## src/common/exec_pkg.sv

```systemverilog
package exec_pkg;

    // opcode encodings
    localparam logic [7:0] OPC_AND_DIR_IMM = 8'h53;
    localparam logic [7:0] OPC_AND_C_BIT   = 8'h82;
    localparam logic [7:0] OPC_AND_C_NBIT  = 8'hb0;
    localparam logic [7:0] OPC_CMP_A_IMM   = 8'hb4;
    localparam logic [7:0] OPC_CMP_A_DIR   = 8'hb5;
    localparam logic [6:0] OPC_CMP_IND_HI  = 7'h5b;
    localparam logic [3:0] OPC_CMP_REG_HI  = 4'hb;
    localparam int         OPC_REG_FLAG    = 3;

    // instruction lengths in bytes
    localparam logic [15:0] LEN_TWO   = 16'h0002;
    localparam logic [15:0] LEN_THREE = 16'h0003;

    // working register address: {pad, bank, register}
    localparam logic [2:0] REG_ADDR_PAD = 3'h0;
    localparam logic [1:0] PTR_SEL_PAD  = 2'h0;
    localparam int         BIT_VALUE    = 0;

    typedef enum logic [2:0] {
        kind_none        = 3'h0,
        kind_and_dir_imm = 3'h1,
        kind_and_c_bit   = 3'h2,
        kind_and_c_nbit  = 3'h3,
        kind_cmp_a_dir   = 3'h4,
        kind_cmp_a_imm   = 3'h5,
        kind_cmp_ind     = 3'h6,
        kind_cmp_reg     = 3'h7
    } op_kind_t;

    typedef enum logic [1:0] {
        space_direct = 2'h0,
        space_iram   = 2'h1,
        space_bit    = 2'h2
    } mem_space_t;

    typedef enum logic [2:0] {
        st_idle  = 3'h0,
        st_byte2 = 3'h1,
        st_byte3 = 3'h3,
        st_ptr   = 3'h2,
        st_oper  = 3'h6,
        st_exec  = 3'h7
    } exec_state_t;

endpackage

```

## src/common/exec_if.sv

```systemverilog
interface exec_if import exec_pkg::*; ();
    logic [7:0]  opcode;
    op_kind_t    kind;
    logic [2:0]  reg_sel;
    logic [15:0] length;
    logic        needs_byte3;
    logic [7:0]  op_a;
    logic [7:0]  op_b;
    logic [7:0]  rel;
    logic        carry_in;
    logic [15:0] pc_base;
    logic        carry_new;
    logic        taken;
    logic [15:0] pc_new;
    logic [7:0]  and_res;

    modport dec  (input opcode, output kind, reg_sel, length, needs_byte3);
    modport alu  (input kind, op_a, op_b, rel, carry_in, pc_base,
                  output carry_new, taken, pc_new, and_res);
    modport core (output opcode, op_a, op_b, rel, carry_in, pc_base,
                  input kind, reg_sel, length, needs_byte3,
                  carry_new, taken, pc_new, and_res);
endinterface

```

## src/design/opcode_decoder.sv

```systemverilog
module opcode_decoder
    import exec_pkg::*;
(
    exec_if.dec d    // opcode in, decoded fields out
);

    always_comb begin
        d.kind        = kind_none;
        d.reg_sel     = d.opcode[2:0];
        d.length      = LEN_TWO;
        d.needs_byte3 = 1'b0;
        if (d.opcode == OPC_AND_DIR_IMM) begin
            d.kind        = kind_and_dir_imm;
            d.length      = LEN_THREE;
            d.needs_byte3 = 1'b1;
        end else if (d.opcode == OPC_AND_C_BIT) begin
            d.kind = kind_and_c_bit;
        end else if (d.opcode == OPC_AND_C_NBIT) begin
            d.kind = kind_and_c_nbit;
        end else if (d.opcode == OPC_CMP_A_IMM) begin
            d.kind        = kind_cmp_a_imm;
            d.length      = LEN_THREE;
            d.needs_byte3 = 1'b1;
        end else if (d.opcode == OPC_CMP_A_DIR) begin
            d.kind        = kind_cmp_a_dir;
            d.length      = LEN_THREE;
            d.needs_byte3 = 1'b1;
        end else if (d.opcode[7:1] == OPC_CMP_IND_HI) begin
            d.kind        = kind_cmp_ind;
            d.reg_sel     = {PTR_SEL_PAD, d.opcode[0]};
            d.length      = LEN_THREE;
            d.needs_byte3 = 1'b1;
        end else if (d.opcode[7:4] == OPC_CMP_REG_HI && d.opcode[OPC_REG_FLAG]) begin
            d.kind        = kind_cmp_reg;
            d.length      = LEN_THREE;
            d.needs_byte3 = 1'b1;
        end
    end

endmodule

```

## src/design/branch_alu.sv

```systemverilog
module branch_alu
    import exec_pkg::*;
(
    exec_if.alu a    // operands in, results out
);

    logic is_cmp;

    always_comb begin
        is_cmp      = (a.kind == kind_cmp_a_dir) || (a.kind == kind_cmp_a_imm) ||
                      (a.kind == kind_cmp_ind) || (a.kind == kind_cmp_reg);
        a.and_res   = a.op_a & a.op_b;
        a.carry_new = a.carry_in;
        if (a.kind == kind_and_c_bit) begin
            a.carry_new = a.carry_in & a.op_b[BIT_VALUE];
        end else if (a.kind == kind_and_c_nbit) begin
            a.carry_new = a.carry_in & ~a.op_b[BIT_VALUE];
        end else if (is_cmp) begin
            a.carry_new = (a.op_a < a.op_b);
        end
        a.taken  = is_cmp && (a.op_a != a.op_b);
        // displacement added to the already advanced pc
        a.pc_new = a.taken ? a.pc_base + {{8{a.rel[7]}}, a.rel} : a.pc_base;
    end

endmodule

```

## src/design/and_compare_branch_exec.sv

```systemverilog
// Summary of operation
// - opcode 53h: direct byte AND immediate, three bytes
// - carry cleared when source bit is zero
// - complemented form inverts bit, bit untouched
// - direct bit source only, only carry changes
// - opcode 82h: carry AND bit, two bytes
// - opcode B0h: carry AND NOT bit
// - pc advanced, then signed offset if unequal
// - carry set when first operand is lower
// - four compare pairings, operands never written
// - accumulator versus direct byte, pc plus three
// - opcode B4h: accumulator versus immediate
// - opcodes B8h-BFh: working register versus immediate
// - opcodes B6h/B7h: indirect RAM versus immediate
module and_compare_branch_exec
    import exec_pkg::*;
(
    input  wire logic        clk,           // core clock
    input  wire logic        rst,           // async reset, active high
    input  wire logic        fetch_valid,   // instruction byte offered
    input  wire logic [7:0]  fetch_byte,    // instruction byte
    input  wire logic [15:0] fetch_pc,      // address of the opcode byte
    output logic             fetch_ready,   // byte taken when valid
    input  wire logic [7:0]  accumulator_reg, // accumulator contents
    input  wire logic [1:0]  bank_sel,      // active register bank
    input  wire logic        carry_in,      // current carry flag
    output logic             mem_rd_req,    // read request, held until valid
    output logic [1:0]       mem_space,     // read space: direct, iram, bit
    output logic [7:0]       mem_addr,      // read address
    input  wire logic        mem_rd_valid,  // read data returned
    input  wire logic [7:0]  mem_rd_data,   // read data, bit value in bit 0
    output logic             mem_wr_en,     // direct byte write pulse
    output logic [7:0]       mem_wr_addr,   // direct write address
    output logic [7:0]       mem_wr_data,   // direct write data
    output logic             carry_we,      // carry update pulse
    output logic             carry_out,     // new carry value
    output logic             pc_we,         // program counter update pulse
    output logic [15:0]      pc_out,        // next program counter
    output logic             done,          // instruction finished pulse
    output logic             unsupported    // opcode not handled here
);

    exec_if x ();

    opcode_decoder u_dec (
        .d (x.dec)
    );

    branch_alu u_alu (
        .a (x.alu)
    );

    exec_state_t state_q, state_d;
    logic [7:0]  opc_q, opc_d;
    logic [7:0]  byte2_q, byte2_d;
    logic [7:0]  byte3_q, byte3_d;
    logic [15:0] pc_q, pc_d;
    logic [7:0]  oper_a_q, oper_a_d;
    logic [7:0]  oper_b_q, oper_b_d;
    logic [7:0]  addr_q, addr_d;
    mem_space_t  space_q, space_d;
    logic        wr_en_q, wr_en_d;
    logic [7:0]  wr_addr_q, wr_addr_d;
    logic [7:0]  wr_data_q, wr_data_d;
    logic        carry_we_q, carry_we_d;
    logic        carry_q, carry_d;
    logic        pc_we_q, pc_we_d;
    logic [15:0] pc_out_q, pc_out_d;
    logic        done_q, done_d;
    logic        unsup_q, unsup_d;
    logic [7:0]  reg_addr;

    // decoder sees the incoming byte while idle, the held opcode after
    assign x.opcode   = (state_q == st_idle) ? fetch_byte : opc_q;
    assign x.op_a     = oper_a_q;
    assign x.op_b     = oper_b_q;
    assign x.rel      = byte3_q;
    assign x.carry_in = carry_in;
    assign x.pc_base  = pc_q;

    // working register or pointer in internal RAM
    assign reg_addr = {REG_ADDR_PAD, bank_sel, x.reg_sel};

    assign fetch_ready = (state_q == st_idle) || (state_q == st_byte2) ||
                         (state_q == st_byte3);
    assign mem_rd_req  = (state_q == st_ptr) || (state_q == st_oper);
    assign mem_space   = space_q;
    assign mem_addr    = addr_q;
    assign mem_wr_en   = wr_en_q;
    assign mem_wr_addr = wr_addr_q;
    assign mem_wr_data = wr_data_q;
    assign carry_we    = carry_we_q;
    assign carry_out   = carry_q;
    assign pc_we       = pc_we_q;
    assign pc_out      = pc_out_q;
    assign done        = done_q;
    assign unsupported = unsup_q;

    always_comb begin
        state_d    = state_q;
        opc_d      = opc_q;
        byte2_d    = byte2_q;
        byte3_d    = byte3_q;
        pc_d       = pc_q;
        oper_a_d   = oper_a_q;
        oper_b_d   = oper_b_q;
        addr_d     = addr_q;
        space_d    = space_q;
        wr_en_d    = 1'b0;
        wr_addr_d  = wr_addr_q;
        wr_data_d  = wr_data_q;
        carry_we_d = 1'b0;
        carry_d    = carry_q;
        pc_we_d    = 1'b0;
        pc_out_d   = pc_out_q;
        done_d     = 1'b0;
        unsup_d    = 1'b0;
        case (state_q)
            st_idle: begin
                if (fetch_valid) begin
                    if (x.kind == kind_none) begin
                        unsup_d = 1'b1;
                    end else begin
                        opc_d   = fetch_byte;
                        pc_d    = fetch_pc + x.length;
                        state_d = st_byte2;
                    end
                end
            end
            st_byte2: begin
                if (fetch_valid) begin
                    byte2_d = fetch_byte;
                    if (x.needs_byte3) begin
                        state_d = st_byte3;
                    end else begin
                        // bit operand only ever by direct bit address
                        addr_d  = fetch_byte;
                        space_d = space_bit;
                        state_d = st_oper;
                    end
                end
            end
            st_byte3: begin
                if (fetch_valid) begin
                    byte3_d = fetch_byte;
                    case (x.kind)
                        kind_and_dir_imm, kind_cmp_a_dir: begin
                            addr_d  = byte2_q;
                            space_d = space_direct;
                            state_d = st_oper;
                        end
                        kind_cmp_a_imm: begin
                            oper_a_d = accumulator_reg;
                            oper_b_d = byte2_q;
                            state_d  = st_exec;
                        end
                        kind_cmp_reg: begin
                            addr_d  = reg_addr;
                            space_d = space_iram;
                            state_d = st_oper;
                        end
                        kind_cmp_ind: begin
                            addr_d  = reg_addr;
                            space_d = space_iram;
                            state_d = st_ptr;
                        end
                        default: begin
                            state_d = st_idle;
                        end
                    endcase
                end
            end
            st_ptr: begin
                if (mem_rd_valid) begin
                    addr_d  = mem_rd_data;
                    space_d = space_iram;
                    state_d = st_oper;
                end
            end
            st_oper: begin
                if (mem_rd_valid) begin
                    state_d = st_exec;
                    case (x.kind)
                        kind_and_dir_imm: begin
                            oper_a_d = mem_rd_data;
                            oper_b_d = byte3_q;
                        end
                        kind_cmp_a_dir: begin
                            oper_a_d = accumulator_reg;
                            oper_b_d = mem_rd_data;
                        end
                        kind_cmp_reg, kind_cmp_ind: begin
                            oper_a_d = mem_rd_data;
                            oper_b_d = byte2_q;
                        end
                        default: begin
                            oper_a_d = mem_rd_data;
                            oper_b_d = mem_rd_data;
                        end
                    endcase
                end
            end
            st_exec: begin
                done_d   = 1'b1;
                pc_we_d  = 1'b1;
                pc_out_d = x.pc_new;
                state_d  = st_idle;
                if (x.kind == kind_and_dir_imm) begin
                    wr_en_d   = 1'b1;
                    wr_addr_d = byte2_q;
                    wr_data_d = x.and_res;
                end else begin
                    // only the carry flag is touched, no write-back
                    carry_we_d = 1'b1;
                    carry_d    = x.carry_new;
                end
            end
            default: begin
                state_d = st_idle;
            end
        endcase
    end

    always_ff @(posedge clk or posedge rst) begin
        if (rst) begin
            state_q    <= st_idle;
            opc_q      <= 8'h00;
            byte2_q    <= 8'h00;
            byte3_q    <= 8'h00;
            pc_q       <= 16'h0000;
            oper_a_q   <= 8'h00;
            oper_b_q   <= 8'h00;
            addr_q     <= 8'h00;
            space_q    <= space_direct;
            wr_en_q    <= 1'b0;
            wr_addr_q  <= 8'h00;
            wr_data_q  <= 8'h00;
            carry_we_q <= 1'b0;
            carry_q    <= 1'b0;
            pc_we_q    <= 1'b0;
            pc_out_q   <= 16'h0000;
            done_q     <= 1'b0;
            unsup_q    <= 1'b0;
        end else begin
            state_q    <= state_d;
            opc_q      <= opc_d;
            byte2_q    <= byte2_d;
            byte3_q    <= byte3_d;
            pc_q       <= pc_d;
            oper_a_q   <= oper_a_d;
            oper_b_q   <= oper_b_d;
            addr_q     <= addr_d;
            space_q    <= space_d;
            wr_en_q    <= wr_en_d;
            wr_addr_q  <= wr_addr_d;
            wr_data_q  <= wr_data_d;
            carry_we_q <= carry_we_d;
            carry_q    <= carry_d;
            pc_we_q    <= pc_we_d;
            pc_out_q   <= pc_out_d;
            done_q     <= done_d;
            unsup_q    <= unsup_d;
        end
    end

endmodule

```

## config.mk

```make
export PLATFORM = sky130hd
export DESIGN_NAME = and_compare_branch_exec
export DESIGN_NICKNAME = d
export VERILOG_FILES = /design/src/common/exec_pkg.sv /design/src/common/exec_if.sv /design/src/design/opcode_decoder.sv /design/src/design/branch_alu.sv /design/src/design/and_compare_branch_exec.sv
export SDC_FILE = /design/constraint.sdc
export NUM_CORES = 1
export LEC_CHECK = 0
export BUFFER_PORTS_ARGS = -buffer_cell sky130_fd_sc_hd__buf_2
export CORE_MARGIN = 2
export CORE_UTILIZATION = 45
export DETAILED_ROUTE_END_ITERATION = 16
export PLACE_DENSITY = 0.65
export SETUP_SLACK_MARGIN = 0.4
export SYNTH_ARGS = -nofsm -noshare
export SYNTH_HDL_FRONTEND = slang
export SYNTH_SLANG_ARGS = --single-unit
```

## constraint.sdc

```tcl
create_clock -name clk -period 6.15 [get_ports clk]
set_input_delay 1.845 -clock clk [delete_from_list [all_inputs] [get_ports clk]]
set_output_delay 1.845 -clock clk [all_outputs]
set_load 0.005 [all_outputs]
```

==> metrics.md <==
| Metric | Value |
|---|---|
| Layout Nets | `825` |
| Most common cell in the netlist | `nand2_1` |
| CORE AREA | `13240 sq um` |
| Drt drc | `0` |
| Clock latency on the worst-skew pair | `0.36 ns` |
| Clock tree sinks | `106` |
| TritonCTS clock tree | `done` |
| Final Cycle Share | `69.31%` |
| Vias in the first global route | `4823` |
| Clock Tree Root | `clkbuf_16` |
| Worst setup margin | `1.888 ns` |
| Total GRT Usage | `22.69%` |
| Async SR Flop Fraction | `100.0%` |
| Routability Congestion | `slightly above 0.9` |
| Power Density | `approximately 470 nW/um^2` |
| Post-synth EDFFs | `0` |
| Storage element area | `roughly 2700 sq um` |
| Startpoint Class | `input pin` |
| Maxcap violations | `0` |
| Worst R2R Path Depth | `8` |
| Starting density of the core | `45.95%` |
| Clk slew on worst S/H paths | `0.07 ns` |
| Routed len/inst | `roughly 17 um` |
| LEAKAGE | `3.327 nW` |
| H-tree depth | `3` |
| Maximum vdd drop | `0.0002066 V` |
| Seq/Total Area, Yosys | `43.59%` |
| Synth cell count leaders | `nand2_1, dfrtp_1, nor2_1` |
| Top post-synthesis cells by area | `dfrtp_1, nand2_1, ha_1` |
| Final hold slack | `between 0.4 and 0.5 ns` |
| Setup WS pre-CTS | `1.530 ns` |
| Post-DRT Antenna Nets | `0` |
| Yosys top cell by area | `dfrtp_1` |
| Status | `finished clean` |
| Hold_sp | `mem_wr_data[5]$_DFFE_PP0P_` |
| Synth Warn # | `0` |
| Via count | `5050` |
| Clock buffer depth | `2` |
| Yosys reg bits | `between 100 and 150` |
| Final min period | `4.262 ns` |
| Largest net degree at the start of global routing | `66` |
| Multi-input logic area | `3216 sq um` |
| Reg2Reg Capture Point | `opc_q[4]$_DFFE_PP0P_` |
| Diodes inserted | `0` |
| Global route total overflow | `0` |
| Top-area cell type share of the netlist area | `a little over two fifths` |
| Floorplan row count | `42` |
| Setup_tns | `0 ns` |
| CP required | `6.37 ns` |
| Final core occ | `between 50% and 60%` |
| Initial drt markers | `488` |
| Post-synthesis cell area | `6085 sq um` |
| Via density | `5.459` |
| Die ar. | `14470 sq um` |
| Post CTS Setup Buffer Count | `0` |
| Maximum clock frequency | `0.2346 GHz` |
| WS Path Type | `in2reg` |
| Worst Max-Slew Pin Slew | `0.9290 ns` |
| Synth Flop Type | `dfrtp_1` |
| Synthesis-to-layout area growth | `14.76%` |
| Fin. Hold Viols | `0` |
| Slew HR | `38.07%` |
| Hold path depth | `2` |
| Fin. max-slew vios | `0` |
| Post-cts resize count | `0` |
| # fillers | `~1300` |
| Syn Area/Cell | `roughly 9 sq um` |
| Setup Skew | `0.006112 ns` |
| Global-route wire length before repair | `about 25 mm` |
| Hold EP | `mem_wr_data[5]$_DFFE_PP0P_` |
| RSZ-0062 raised after global routing | `no` |
| CP Capture Type | `register` |
| Crit path DAT | `4.48 ns` |
| Gate Count Post-Synth | `roughly 660` |
| Worst hold path class | `reg2reg` |
| Setup Viol. Count Final | `0` |
| Share of layout cells above drive strength 1 | `19.36%` |
| DIE WIDTH | `approximately 120 um` |
| CP Max Fanout | `15` |
| DRT Pass-1 Iters | `5` |
| Overall Power | `3.279 mW` |
| Count of different cell masters after synthesis | `62` |
| Die H | `120.3 um` |
| DRT Wirelength | `15.64 mm` |
| Number of port buffers | `96` |
| Reg2reg start | `state_q[0]$_DFFE_PP0P_` |
| Post-synth net total | `743` |
| CTS Buf Count | `9` |
| Placed wire-length estimate | `between 10 and 15 mm` |
| Initial antenna violation count | `0` |
| R2R setup slack | `between 2 and 2.5 ns` |
| # IOs | `97` |
| Hold_buf cts | `0` |
power breakdown:
part / switching (mW) / internal (mW)
Sequential: 0.320 / 0.973
Combinational: 0.750 / 0.644
Clock: 0.255 / 0.337
Total: 1.32 / 1.95
layout make-up:
| cell class | instances | area share, % |
|---|---|---|
| Clock buffer | 12 | 3.673 |
| Clock inverter | 4 | 0.7167 |
| Inverter | 20 | 1.111 |
| Multi-Input combinational cell | 507 | 46.05 |
| Sequential cell | 106 | 37.99 |
| Tap cell | 176 | 3.154 |
| Timing Repair Buffer | 100 | 7.311 |
through the flow:
step,std cells,instance area (sq um)
detailed placement,909,6676
floorplan,662,6085
global placement,909,6676
CTS,925,6983
global route,925,6983
finish,925,6983
critical path: stages:
cell,delay (ns)
buf_2,0.16
nor4bb_1,0.29
a21oi_1,0.15
nor4_4,0.25
buf_4,0.24
nor2_2,0.11
inv_1,0.08
ha_1,0.17
o2111ai_1,0.20
nor3_1,0.47
nand3_1,0.23
xor2_1,0.21
o21ai_1,0.07
layer usage:
metal	track usage [%]	wire, um	vias to the layer above
li1	-	-	2473
met1	33.17	7445	2378
met2	33.06	6875	175
met3	4.717	1003	24
met4	8.866	315	0
met5	0	0	-
registers in the layout, indices dropped and copies added (netlist names):
| name | count |
|---|---|
| oper_a_q | 8 |
| byte2_q | 8 |
| mem_space | 2 |
| byte3_q | 8 |
| done | 1 |
| mem_wr_addr | 8 |
| mem_wr_data | 8 |
| carry_we | 1 |
| state_q | 3 |
| mem_addr | 8 |
| carry_out | 1 |
| unsupported | 1 |
| oper_b_q | 8 |
| pc_out | 16 |
| mem_wr_en | 1 |
| opc_q | 8 |
| pc_q | 16 |
kinds of logic (layout without fill, tap and decap cells):
family | count (synthesis) | count (layout) | share of synthesized area [%]
muxes | 44 | 44 | 7.979
buffers and inverters | 49 | 136 | 3.557
xor gates and xnor gates | 26 | 26 | 3.743
adders and majority gates | 34 | 34 | 7.115
DFF | 106 | 106 | 43.59
and+or+nand+nor | 252 | 252 | 18.65
AOI/OAI and AO/OA | 151 | 151 | 15.36
worst max-delay path by stage:
stage | endpoint | start | depth (start not counted)
detailed placement | pc_q[12]$_DFFE_PP0P_ | fetch_byte[5] | 16
floorplan | byte2_q[0]$_DFFE_PP0P_ | rst | 1
CTS | pc_q[12]$_DFFE_PP0P_ | fetch_byte[5] | 16
global route | pc_q[10]$_DFFE_PP0P_ | fetch_byte[5] | 16
finish | pc_q[15]$_DFFE_PP0P_ | fetch_byte[5] | 13
global placement | pc_q[10]$_DFFE_PP0P_ | fetch_byte[5] | 16
placed cells by master, fill, tap and decap left out, types with 3 or more instances in the layout:
cell       synthesis  final
and2_1             3      3
xnor2_1           12     12
nand2b_1           7      7
clkbuf_16          0      9
o21ai_1           25     25
o211ai_1           3      3
nor3_1             9      9
a31oi_1           13     13
nor3b_1            3      3
a221oi_1           3      3
buf_2              5     96
mux2_4             3      3
nand3_1           17     17
a21oi_1           53     53
nor2b_1            7      7
a22oi_1            8      8
o21a_1             6      6
xor2_1            14     14
dfrtp_1          106    106
ha_1              33     33
nor2_1            63     63
mux2_2            16     16
o21ai_0           15     15
inv_1             18     17
a211oi_1           5      5
nand2_1          121    121
and3_1             6      6
buf_4              1      4
a21o_1             4      4
mux2_1             8      8
mux2i_1           17     17
Note: power is estimated with default switching activity, not from simulation.
